===== src/rtl/hrrh_pkg.sv =====
/*
  constants, carrier structs and state type for the holding register request handler.
  assumes a byte-level serial front end on the same clock and a word-wide holding register store.
*/
package hrrh_pkg;

  // ===========================================================================
  // function codes and fields
  localparam logic [7:0] FN_READ = 8'h03;
  localparam logic [7:0] FN_WRITE = 8'h06;
  localparam logic [7:0] FN_DIAG = 8'h08;
  localparam logic [15:0] DIAG_ECHO = 16'h0000;
  localparam logic [7:0] BCAST_ADDR = 8'h00;
  localparam logic [15:0] MAX_POINTS = 16'h007d;
  localparam logic [15:0] NO_POINTS = 16'h0000;
  // documented register number = address field + this base
  localparam int unsigned HR_NUMBER_BASE = 32'h0000_9c41;

  // ===========================================================================
  // frame layout
  localparam logic [3:0] QUERY_LEN = 4'h8;
  localparam logic [3:0] RX_CNT_OVF = 4'h9;
  localparam logic [2:0] POS_SLAVE = 3'h0;
  localparam logic [2:0] POS_FUNC = 3'h1;
  localparam logic [2:0] POS_A_HI = 3'h2;
  localparam logic [2:0] POS_A_LO = 3'h3;
  localparam logic [2:0] POS_B_HI = 3'h4;
  localparam logic [2:0] POS_B_LO = 3'h5;
  localparam logic [2:0] POS_LAST = 3'h7;
  localparam logic [2:0] HDR_LAST = 3'h2;

  // ===========================================================================
  // check value
  localparam logic [15:0] CRC_INIT = 16'hffff;
  localparam logic [15:0] CRC_POLY = 16'ha001;
  localparam logic [15:0] CRC_GOOD = 16'h0000;

  // ===========================================================================
  // carriers
  typedef struct packed {
    logic valid;
    logic last;
    logic [7:0] data;
  } hrrh_byte_t;

  typedef struct packed {
    logic rdEn;
    logic wrEn;
    logic [15:0] addr;
    logic [15:0] wrData;
  } hrrh_store_t;

  typedef enum logic [3:0] {
    ST_RECV,
    ST_EVAL,
    ST_ECHO,
    ST_HDR,
    ST_FETCH,
    ST_WAIT,
    ST_DATA_HI,
    ST_DATA_LO,
    ST_CRC_LO,
    ST_CRC_HI
  } hrrh_state_t;

endpackage : hrrh_pkg


===== src/rtl/hrrh_crc16.sv =====
/*
  one-byte update of the reflected 16-bit check value, low bit first.
  assumes the caller holds the running value and seeds it with the initial value.
*/
`timescale 1ns/10ps
module hrrh_crc16 (
  input wire logic [15:0] crcIn,
  input wire logic [7:0] dataIn,
  output logic [15:0] crcOut
);

  // ===========================================================================
  // bitwise shift over eight data bits
  always_comb begin
    logic [15:0] c;
    c = crcIn ^ {8'h00, dataIn};
    for (int i = 0; i < 8; i++) begin
      if (c[0]) begin
        c = (c >> 1) ^ hrrh_pkg::CRC_POLY;
      end else begin
        c = c >> 1;
      end
    end
    crcOut = c;
  end

endmodule : hrrh_crc16


===== src/rtl/hrrh_request_handler.sv =====
/*
  slave-side request handler: collects an eight-byte query, checks it, and answers
  register read, single register write and diagnostic echo queries.
  assumes received bytes arrive on sys_clk with a last mark at frame end, a transmitter
  that takes a byte when txReady is high, and a store whose read data is valid in the
  same cycle as the read strobe.
*/
`timescale 1ns/10ps
// Behaviour
// - a read query is slave address, code 03, start address high first, count high first, check low first.
// - a read query with slave address zero is not treated as a read.
// - the address field equals the documented register number minus 40001 and goes to the store as is.
// - a read may ask for at most 125 registers, larger counts are not served.
// - a read answer is slave address, code 03, byte count twice the count, data, then the check value.
// - read data goes out high byte then low byte, registers ascending from the start address.
// - a single write query is slave address, code 06, address high first, data high first, check low first.
// - the two data bytes of a single write are written whole into the addressed register.
// - a single write with slave address zero is performed whatever the own address is.
// - an addressed single write is answered by repeating the query byte for byte.
// - no answer is sent for any broadcast query.
// - a diagnostic query with code 08 and subfunction 0000 is echoed unchanged.
// - the check value is computed over the message and appended low byte then high byte.
module hrrh_request_handler (
  input wire logic sys_clk,
  input wire logic rst_n,
  input wire logic [7:0] ownAddr,
  input wire hrrh_pkg::hrrh_byte_t rxByte,
  input wire logic txReady,
  input wire logic [15:0] storeRdData,
  output hrrh_pkg::hrrh_byte_t txByte,
  output hrrh_pkg::hrrh_store_t storeReq,
  output logic busy
);

  // ===========================================================================
  // declarations
  hrrh_pkg::hrrh_state_t state_r;
  hrrh_pkg::hrrh_state_t state_nxt;
  hrrh_pkg::hrrh_byte_t txByte_r;
  hrrh_pkg::hrrh_store_t storeReq_r;
  logic [7:0] frame [0:7];
  logic [3:0] rxCnt_r;
  logic [15:0] rxCrc_r;
  logic [15:0] rxCrc_nxt;
  logic [15:0] txCrc_r;
  logic [15:0] txCrc_nxt;
  logic [2:0] idx_r;
  logic [6:0] regIdx_r;
  logic [15:0] word_r;
  logic busy_r;
  logic [7:0] fnCode;
  logic [15:0] fieldA;
  logic [15:0] fieldB;
  logic frameOk;
  logic isBcast;
  logic isOwn;
  logic doRead;
  logic doWrite;
  logic doDiag;
  logic doEcho;
  logic txFree;
  logic txLoad;
  logic txLoadLast;
  logic [7:0] txLoadData;
  logic [6:0] regNext;

  assign txByte = txByte_r;
  assign storeReq = storeReq_r;
  assign busy = busy_r;

  // ===========================================================================
  // query decode
  assign fnCode = frame[hrrh_pkg::POS_FUNC];
  assign fieldA = {frame[hrrh_pkg::POS_A_HI], frame[hrrh_pkg::POS_A_LO]};
  assign fieldB = {frame[hrrh_pkg::POS_B_HI], frame[hrrh_pkg::POS_B_LO]};
  assign frameOk = (rxCnt_r == hrrh_pkg::QUERY_LEN) && (rxCrc_r == hrrh_pkg::CRC_GOOD);
  assign isBcast = frame[hrrh_pkg::POS_SLAVE] == hrrh_pkg::BCAST_ADDR;
  assign isOwn = (frame[hrrh_pkg::POS_SLAVE] == ownAddr) && !isBcast;
  assign doRead = frameOk && isOwn && (fnCode == hrrh_pkg::FN_READ)
    && (fieldB != hrrh_pkg::NO_POINTS) && (fieldB <= hrrh_pkg::MAX_POINTS);
  assign doWrite = frameOk && (isOwn || isBcast) && (fnCode == hrrh_pkg::FN_WRITE);
  assign doDiag = frameOk && isOwn && (fnCode == hrrh_pkg::FN_DIAG) && (fieldA == hrrh_pkg::DIAG_ECHO);
  assign doEcho = doDiag || (doWrite && !isBcast);
  assign txFree = !txByte_r.valid || txReady;
  assign regNext = regIdx_r + 7'h01;

  // ===========================================================================
  // check value engines
  hrrh_crc16 rxCrcUnit (
    .crcIn(rxCrc_r),
    .dataIn(rxByte.data),
    .crcOut(rxCrc_nxt)
  );

  hrrh_crc16 txCrcUnit (
    .crcIn(txCrc_r),
    .dataIn(txLoadData),
    .crcOut(txCrc_nxt)
  );

  // ===========================================================================
  // sequencer
  always_comb begin
    state_nxt = state_r;
    txLoad = 1'b0;
    txLoadLast = 1'b0;
    txLoadData = 8'h00;
    unique case (state_r)
      hrrh_pkg::ST_RECV: begin
        if (rxByte.valid && rxByte.last) begin
          state_nxt = hrrh_pkg::ST_EVAL;
        end
      end
      hrrh_pkg::ST_EVAL: begin
        if (doRead) begin
          state_nxt = hrrh_pkg::ST_HDR;
        end else if (doEcho) begin
          state_nxt = hrrh_pkg::ST_ECHO;
        end else begin
          state_nxt = hrrh_pkg::ST_RECV;
        end
      end
      hrrh_pkg::ST_ECHO: begin
        if (txFree) begin
          txLoad = 1'b1;
          txLoadData = frame[idx_r];
          txLoadLast = idx_r == hrrh_pkg::POS_LAST;
          if (idx_r == hrrh_pkg::POS_LAST) begin
            state_nxt = hrrh_pkg::ST_RECV;
          end
        end
      end
      hrrh_pkg::ST_HDR: begin
        if (txFree) begin
          txLoad = 1'b1;
          unique case (idx_r)
            hrrh_pkg::POS_SLAVE: txLoadData = frame[hrrh_pkg::POS_SLAVE];
            hrrh_pkg::POS_FUNC: txLoadData = hrrh_pkg::FN_READ;
            default: txLoadData = {fieldB[6:0], 1'b0};
          endcase
          if (idx_r == hrrh_pkg::HDR_LAST) begin
            state_nxt = hrrh_pkg::ST_FETCH;
          end
        end
      end
      hrrh_pkg::ST_FETCH: begin
        state_nxt = hrrh_pkg::ST_WAIT;
      end
      hrrh_pkg::ST_WAIT: begin
        state_nxt = hrrh_pkg::ST_DATA_HI;
      end
      hrrh_pkg::ST_DATA_HI: begin
        if (txFree) begin
          txLoad = 1'b1;
          txLoadData = word_r[15:8];
          state_nxt = hrrh_pkg::ST_DATA_LO;
        end
      end
      hrrh_pkg::ST_DATA_LO: begin
        if (txFree) begin
          txLoad = 1'b1;
          txLoadData = word_r[7:0];
          if (regNext == fieldB[6:0]) begin
            state_nxt = hrrh_pkg::ST_CRC_LO;
          end else begin
            state_nxt = hrrh_pkg::ST_FETCH;
          end
        end
      end
      hrrh_pkg::ST_CRC_LO: begin
        if (txFree) begin
          txLoad = 1'b1;
          txLoadData = txCrc_r[7:0];
          state_nxt = hrrh_pkg::ST_CRC_HI;
        end
      end
      hrrh_pkg::ST_CRC_HI: begin
        if (txFree) begin
          txLoad = 1'b1;
          txLoadData = txCrc_r[15:8];
          txLoadLast = 1'b1;
          state_nxt = hrrh_pkg::ST_RECV;
        end
      end
      default: begin
        state_nxt = hrrh_pkg::ST_RECV;
      end
    endcase
  end

  always_ff @(posedge sys_clk or negedge rst_n) begin
    if (!rst_n) begin
      state_r <= hrrh_pkg::ST_RECV;
    end else begin
      state_r <= state_nxt;
    end
  end

  always_ff @(posedge sys_clk or negedge rst_n) begin
    if (!rst_n) begin
      busy_r <= 1'b0;
    end else begin
      busy_r <= state_nxt != hrrh_pkg::ST_RECV;
    end
  end

  // ===========================================================================
  // receive buffer and check
  always_ff @(posedge sys_clk or negedge rst_n) begin
    if (!rst_n) begin
      rxCnt_r <= 4'h0;
      rxCrc_r <= hrrh_pkg::CRC_INIT;
    end else if (state_r == hrrh_pkg::ST_EVAL) begin
      rxCnt_r <= 4'h0;
      rxCrc_r <= hrrh_pkg::CRC_INIT;
    end else if (state_r == hrrh_pkg::ST_RECV && rxByte.valid) begin
      rxCrc_r <= rxCrc_nxt;
      if (rxCnt_r != hrrh_pkg::RX_CNT_OVF) begin
        rxCnt_r <= rxCnt_r + 4'h1;
      end
    end
  end

  generate
    for (genvar g = 0; g < 8; g++) begin : gFrame
      always_ff @(posedge sys_clk or negedge rst_n) begin
        if (!rst_n) begin
          frame[g] <= 8'h00;
        end else if (state_r == hrrh_pkg::ST_RECV && rxByte.valid && rxCnt_r == 4'(g)) begin
          frame[g] <= rxByte.data;
        end
      end
    end
  endgenerate

  // ===========================================================================
  // transmit byte register and response check
  always_ff @(posedge sys_clk or negedge rst_n) begin
    if (!rst_n) begin
      txByte_r <= '0;
    end else if (txLoad) begin
      txByte_r.valid <= 1'b1;
      txByte_r.last <= txLoadLast;
      txByte_r.data <= txLoadData;
    end else if (txReady) begin
      txByte_r.valid <= 1'b0;
      txByte_r.last <= 1'b0;
    end
  end

  always_ff @(posedge sys_clk or negedge rst_n) begin
    if (!rst_n) begin
      txCrc_r <= hrrh_pkg::CRC_INIT;
    end else if (state_r == hrrh_pkg::ST_EVAL) begin
      txCrc_r <= hrrh_pkg::CRC_INIT;
    end else if (txLoad && state_r != hrrh_pkg::ST_CRC_LO && state_r != hrrh_pkg::ST_CRC_HI) begin
      txCrc_r <= txCrc_nxt;
    end
  end

  // ===========================================================================
  // byte and register indices
  always_ff @(posedge sys_clk or negedge rst_n) begin
    if (!rst_n) begin
      idx_r <= 3'h0;
    end else if (state_r == hrrh_pkg::ST_EVAL) begin
      idx_r <= 3'h0;
    end else if (txLoad && (state_r == hrrh_pkg::ST_ECHO || state_r == hrrh_pkg::ST_HDR)) begin
      idx_r <= idx_r + 3'h1;
    end
  end

  always_ff @(posedge sys_clk or negedge rst_n) begin
    if (!rst_n) begin
      regIdx_r <= 7'h00;
    end else if (state_r == hrrh_pkg::ST_EVAL) begin
      regIdx_r <= 7'h00;
    end else if (txLoad && state_r == hrrh_pkg::ST_DATA_LO) begin
      regIdx_r <= regNext;
    end
  end

  // ===========================================================================
  // holding register store access
  always_ff @(posedge sys_clk or negedge rst_n) begin
    if (!rst_n) begin
      storeReq_r <= '0;
    end else begin
      storeReq_r.rdEn <= state_r == hrrh_pkg::ST_FETCH;
      storeReq_r.wrEn <= (state_r == hrrh_pkg::ST_EVAL) && doWrite;
      if (state_r == hrrh_pkg::ST_FETCH) begin
        storeReq_r.addr <= fieldA + {9'h000, regIdx_r};
      end else if (state_r == hrrh_pkg::ST_EVAL) begin
        storeReq_r.addr <= fieldA;
        storeReq_r.wrData <= fieldB;
      end
    end
  end

  always_ff @(posedge sys_clk or negedge rst_n) begin
    if (!rst_n) begin
      word_r <= 16'h0000;
    end else if (state_r == hrrh_pkg::ST_WAIT) begin
      word_r <= storeRdData;
    end
  end

endmodule : hrrh_request_handler


===== config.mk =====
export PLATFORM = sky130hd
export DESIGN_NAME = hrrh_request_handler
export DESIGN_NICKNAME = d
export VERILOG_FILES = /design/src/rtl/hrrh_pkg.sv /design/src/rtl/hrrh_crc16.sv /design/src/rtl/hrrh_request_handler.sv
export SDC_FILE = /design/constraint.sdc
export NUM_CORES = 1
export LEC_CHECK = 0
export ABC_AREA = 1
export CAP_MARGIN = 15
export CORE_ASPECT_RATIO = 0.7
export CORE_MARGIN = 2
export CORE_UTILIZATION = 65
export CTS_CLUSTER_SIZE = 40
export DETAILED_ROUTE_END_ITERATION = 8
export DONT_BUFFER_PORTS = 1
export PLACE_DENSITY = 0.92
export SLEW_MARGIN = 15
export SYNTH_ARGS = -nofsm -noshare
export SYNTH_HDL_FRONTEND = slang
export SYNTH_HIERARCHICAL = 1
export SYNTH_SLANG_ARGS = --single-unit

===== constraint.sdc =====
create_clock -name sys_clk -period 4.44 [get_ports sys_clk]
set_input_delay 0.888 -clock sys_clk [delete_from_list [all_inputs] [get_ports sys_clk]]
set_output_delay 0.888 -clock sys_clk [all_outputs]
set_load 0.05 [all_outputs]

* After elaboration in Yosys (flattened, before gate mapping)
Cells that the tools add are included.
** Word-level totals
- Register bits after elaboration :: 175
- Bits in latches :: 0
- Memory bits (writable) :: 0
- ROM bits :: 0
- Output and inout bits :: 45
- Logic and storage cells :: 186
- Memories :: 0
** Operators by class
- $add $sub $neg :: 4
- Multiply operators :: 0
- Div/mod/pow operators :: 0
- Order comparisons :: 2
- Equality and inequality tests :: 28
- Shifts and indexed selects :: 0
- Mux-type cells :: 59
- Bitwise operators :: 20
- Reduce and logical (&&, ||, !) cells :: 50
** Operator list (number)
- 2-to-1 mux 16 bit :: 21
- 2-to-1 mux 8 bit :: 8
- 2-to-1 mux 4 bit :: 13
- NOT 2 -> 3 bit :: 16
- one-hot mux 8 bit (6 select lines) :: 1
- one-hot mux 4 bit (10 select lines) :: 1
- equality test 4 x 3 -> 1 bit (second input constant) :: 8
- logical NOT 16 bit :: 2
- 2-to-1 mux 32 bit :: 1
- bitwise XOR 16 x 8 -> 16 bit :: 2
- logical AND 1 bit :: 26
- binary-select mux 8 bit (select 3 bit) :: 1
- adder 16 x 7 -> 16 bit :: 1
- equality test 4 x 2 -> 1 bit (second input constant) :: 4
- <= comparator 16 x 7 -> 1 bit (second input constant) :: 1
- one-hot mux 8 bit (2 select lines) :: 1
- nonzero test 16 bit :: 1
- 2-to-1 mux 7 bit :: 2
- nonzero test 2 bit :: 7
- equality test 4 bit (second input constant) :: 3
- inequality test 4 bit (second input constant) :: 3
- equality test 4 x 1 -> 1 bit (second input constant) :: 2
- equality test 8 x 2 -> 1 bit (second input constant) :: 1
- equality test 8 x 3 -> 1 bit (second input constant) :: 1
- 24 further kinds :: 36

* Longest topological paths before layout
- Depth after elaboration :: 25
- Depth in mapped cells :: 25
- Gate-level depth less buffers :: 23

* Hierarchy
Netlist, hierarchy kept.
** By module, submodules not included
- hrrh_request_handler :: times used 1, cells an instance 1143, area each 8991.1 um2, sequential area each 4419.2 um2
- hrrh_crc16 :: times used 2, cells an instance 65, area each 445.4 um2, sequential area each 0.0 um2

* Worst setup path before layout
OpenSTA, ideal clock, no wires.
- Kind :: register to register
- Start point :: reg idx_r[0]
- End point :: reg txCrc_r[0]
- Data arrival time :: 2.764 ns
- Required time :: 4.353 ns
- Setup slack :: 1.589 ns
- Stages on the path, launching flop included :: 25
- Buffers on the path :: 2
- Cell sequence :: dfrtp_1 > buf_2 > inv_1 > clkbuf_1 > ha_1 > inv_1 > o21ai_0 > o211ai_1 > o21ai_0 > a21oi_1 > nand4_1 > nand2_1 > inv_1 > xnor2_2 > inv_2 > nand3_2 > nand3_1 > nand3_1 > nand2_2 > nand2_2 > nand2_2 > nand2_1 > nand2_1 > o21ai_0 > o21ai_0
** Between the ends
- Longest elaborated chain between the ends :: 18
- Elaborated cells on any way between the ends :: 28
** Ends and longest elaborated chain
- start, declared :: RTL line hrrh_request_handler.sv:47 : logic [2:0] idx_r;
- start signal, assigned :: RTL line hrrh_request_handler.sv:269 : idx_r <= idx_r + 3'h1;
- NOT 3 -> 4 bit (not written as such) :: RTL line hrrh_request_handler.sv:126 : txLoadData = frame[idx_r];
- binary-select mux 8 bit (select 3 bit) :: RTL line hrrh_request_handler.sv:126
- 2-to-1 mux 8 bit (not written as such) (2 in a row) :: RTL line hrrh_request_handler.sv:126
- 2-to-1 mux 8 bit :: RTL line hrrh_request_handler.sv:124 : if (txFree) begin
- one-hot mux 8 bit (6 select lines) * :: RTL line hrrh_request_handler.sv:108 : unique case (state_r)
- named net txLoadData[2] :: RTL line hrrh_request_handler.sv:64 : logic [7:0] txLoadData;
- bitwise XOR 16 x 8 -> 16 bit * :: RTL line hrrh_crc16.sv:16 : c = crcIn ^ {8'h00, dataIn};
- 2-to-1 mux 16 bit * :: RTL line hrrh_crc16.sv:18 : if (c[0]) begin
- NOT 2 -> 3 bit (no line)
- 2-to-1 mux 16 bit * (7 in a row) :: RTL line hrrh_crc16.sv:18
- named net txCrc_nxt[0] :: RTL line hrrh_request_handler.sv:46 : logic [15:0] txCrc_nxt;
- 2-to-1 mux 16 bit * :: RTL line hrrh_request_handler.sv:256 : end else if (txLoad && state_r != hrrh_pkg::ST_CRC_LO && state_r != hrrh_pkg::ST_CRC_HI) begin
- 2-to-1 mux 16 bit * :: RTL line hrrh_request_handler.sv:254 : end else if (state_r == hrrh_pkg::ST_EVAL) begin
- end signal, assigned :: RTL line hrrh_request_handler.sv:253 : txCrc_r <= hrrh_pkg::CRC_INIT;
- end signal, assigned :: RTL line hrrh_request_handler.sv:255 : txCrc_r <= hrrh_pkg::CRC_INIT;
- end signal, assigned :: RTL line hrrh_request_handler.sv:257 : txCrc_r <= txCrc_nxt;
- end, declared :: RTL line hrrh_request_handler.sv:45 : logic [15:0] txCrc_r;
Mark *: on every way through the listed nets, which the timed path passes. The rest lies on a longest branch. The select of a mux whose other input is x is not followed.
A chain may end at the register's enable or synchronous reset.

* Worst setup path in the final report
Ends and elaborated chain as after synthesis.

==> impl_metrics.yaml <==
clock_tree:
  clkTransAtPathRegs_ns: 0.07
  numCtsBuffers: 17
  numClockSinks: 175
  cts_tree: "done"
  postCtsSetupBuffers: 0
  h-tree-depth: 4
  hold_buffers: 0
  cts_buffer_depth: 2
  cts-root-buf: "clkbuf_16"
  cts_resized: 0
  clkLatencyLatePin_ns: 0.44
floorplan:
  design.die.area_mm2: 0.0162
  die_w_um: 151
  ios: 82
  core-area_mm2: 0.0148
  rows: 37
  die_y_um: 107
  initial_utilization: 0.669
logic_synthesis:
  ys.flop_type: "dfrtp_1"
  syn_nets: 1328
  synth_cells: 1273
  ys_async_sr_fraction: 1.00
  yosysWarningCount: 6
  synth_area_mm2: 0.00988
  synth_edf_count: 0
  synth.avg_cell_area_um2: 7.76
  synth-seq-cells: 175
  yosysTopAreaCellShare: 0.362
  synth.area.top_cells: "dfrtp_1 (36%), nand2_1 (11%), o21ai_0 (9.7%)"
  yosysUniqueCellTypes: 43
  yosysSeqAreaShare: 0.447
  synth_area_leader_cell: "dfrtp_1"
finish:
  seq_area_mm2: 0.00442
  fin_cells: 1453
  multiInputGateArea_mm2: 0.00455
  drive_gt1_frac: 0.0970
  fin_util: 0.710
  nets: 1300
  syn_to_final_growth_pct: 6.14
  antenna_cells: 0
  num-fill-cells: 1091
sta:
  setup_tns_ns: 0
  fin_crit_sh: 0.797
  fmax_ghz: 0.283
  drv_slew: 0
  hold_viol_final: 0
  timing.final.crit_period_ns: 3.54
  slew_headroom: 0.468
  skew_ns: 0.00818
  setup_viol: 0
  fin_hold_ws_ns: 0.142
  rsz0062_at_grt: "no"
  worst_pin_slew_ns: 0.790
run_status:
  status: "finished, final reports clean"
worst_setup_path:
  cp_slowest_cell: "dfrtp_1"
  cpPeakStageDelay_ns: 0.86
  worstPathArrival_ns: 3.90
  crit_required_ns: 4.80
  path_cells: "inv_1, ha_1, inv_1, o21ai_0, o211ai_1, o21ai_0, a21oi_1, nand4_1, nand2_1, inv_1, xnor2_2, inv_2, nand3_2, nand3_1, nand3_1, nand2_2, nand2_2, nand2_2, nand2_1, nand2_1, o21ai_0, o21ai_0"
  start_kind: "flip-flop"
  cpMostUsedCell: "o21ai_0"
  cp_max_fo: 29
  cp-end-kind: "flip-flop"
  critical_path_class: "flip-flop to flip-flop"
placement:
  placed_cells: 1421
  port_buffers: 0
  hpwl_um: 19600
  gp_congestion: 1.04
global_routing:
  antenna_found_initial: 0
  grt_pass1_wl_um: 43500
  grt_pass1_vias: 8460
  overflow: 0
  grt_max_degree: 176
  grt_use_total: 0.354
power:
  peakVddDrop_v: 0.000357
  p_sw_mw: 2.89
  comb_power_share: 0.293
  pwr-share-seq: 0.478
  pwr-share-clk: 0.229
  p_int_mw: 3.72
  p_leak_nw: 5.04
  pwr_density_cell_mw_per_mm2: 630
  switching_share: 0.437
min_path:
  hp-class: "primary input to async pin"
run:
  maxCapViolCount: 0
detailed_routing:
  detail_route.first_pass.iterations: 6
  wirelength_um: 27500
  ant_nets: 0
  drc: 0
  post_drt_via_cell_ratio: 6.14
  routedWlPerCell_um: 18.9
  drtIter0Drc: 1225
  vias: 8923
[final cells by class]
| class | count | share of cell area |
|---|---|---|
| multi-input combinational | 875 | 0.434 |
| tap | 195 | 0.0233 |
| clock buffer | 17 | 0.0406 |
| clock inverter | 15 | 0.0154 |
| timing repair buffer | 7 | 0.00501 |
| inverter | 169 | 0.0605 |
| sequential | 175 | 0.421 |
[per-stage QoR]
step                      power, mW  area (um2)  setup WS, ns
final                          6.61       10500         0.903
after global routing           6.97       10500         0.521
after CTS                      6.53       10500         0.962
after detailed placement       5.01        9900         0.980
after global placement         4.89        9900          1.24
after floorplan                4.50        9880          1.59
[worst max-delay path: cells and delay by family (launching register included)]
kind                       cells  cell delay (ns)
AOI/OAI and AO/OA              6             0.72
xor gates and xnor gates       1             0.30
adders and majority gates      1             0.26
buffers and inverters          4             0.47
DFF                            1             0.86
and+or+nand+nor               10             0.85
[sequential cells by signal, summed over array words and instances, names as in the netlist]
| register | cells |
|---|---|
| frame | 24 |
| idx_r | 3 |
| busy | 1 |
| fieldB | 16 |
| rxCnt_r | 4 |
| fnCode | 8 |
| txCrc_r | 16 |
| regIdx_r | 7 |
| state_r | 4 |
| fieldA | 16 |
| word_r | 16 |
| storeReq | 34 |
| txByte | 10 |
| rxCrc_r | 16 |
[cell usage after synthesis, drive strengths merged, types with 3 or more instances]
master / instances
nand2: 325
o21ai: 193
inv: 165
dfrtp: 143
nand3: 98
nor2: 64
a21oi: 53
buf: 33
dfstp: 32
o211ai: 25
xor2: 22
clkbuf: 21
nand4: 20
xnor2: 18
ha: 17
o22ai: 10
nor3: 9
nor4: 5
clkinv: 4
o21bai: 3
o221ai: 3
[cells in the final DEF, fill, tap and decap left out, drive strengths merged, types with 2 or more instances in the layout]
cell type	netlist	layout
o221ai	3	3
o211ai	25	25
nand2	325	325
nand4	20	20
dfrtp	143	143
o21bai	3	3
nor4	5	5
ha	17	17
buf	33	7
clkinv	4	6
inv	165	169
a21oi	53	53
bufinv	0	2
clkinvlp	0	7
dfstp	32	32
nor2	64	64
xnor2	18	18
a21o	2	2
o22ai	10	10
o21ai	193	193
nand3	98	98
clkbuf	21	17
nor3	9	9
xor2	22	22
[per-layer routing]
layer  share of wire  track usage  vias to the layer above
met1            0.41        0.494                     4218
li1                -            -                     4108
met2            0.44        0.517                      528
met4           0.025        0.116                        0
met5               0            0                        -
met3            0.13        0.124                       69
[path summary, 6_finish.rpt]
path	from	endpoint	slack (ns)	depth (start not counted)
setup / recovery	idx_r[0]$_DFFE_PN0P_	txCrc_r[0]$_DFFE_PN1P_	0.90	22
hold / removal	rst_n	storeReq[6]$_DFFE_PN0P_	0.14	0
setup reg to reg	idx_r[0]$_DFFE_PN0P_	txCrc_r[0]$_DFFE_PN1P_	0.90	22
hold reg to reg	word_r[11]$_DFFE_PN0P_	word_r[11]$_DFFE_PN0P_	0.48	2
max in group asynchronous	rst_n	txCrc_r[11]$_DFFE_PN1P_	3.95	0
min in group sys_clk	word_r[11]$_DFFE_PN0P_	word_r[11]$_DFFE_PN0P_	0.48	2
[cell families (layout without fill, tap and decap cells)]
logic type      after synthesis  after routing  share of synthesized area
simple gates                522            522                      0.237
compound gates              295            295                      0.162
buf+inv                     223            208                     0.0922
flops                       175            175                      0.447
xor+xnor                     40             40                     0.0385
fa+ha+maj                    18             18                     0.0235
[power groups by stage]
stage	clock network [mW]	registers, mW	logic, mW
2_1_floorplan	0	2.94	1.56
3_3_place_gp	0	3.13	1.77
3_5_place_dp	0	3.14	1.86
4_1_cts	1.51	3.13	1.89
5_1_grt	1.58	3.21	2.18
6_report	1.51	3.16	1.94
(Power assumes the default switching activity.)
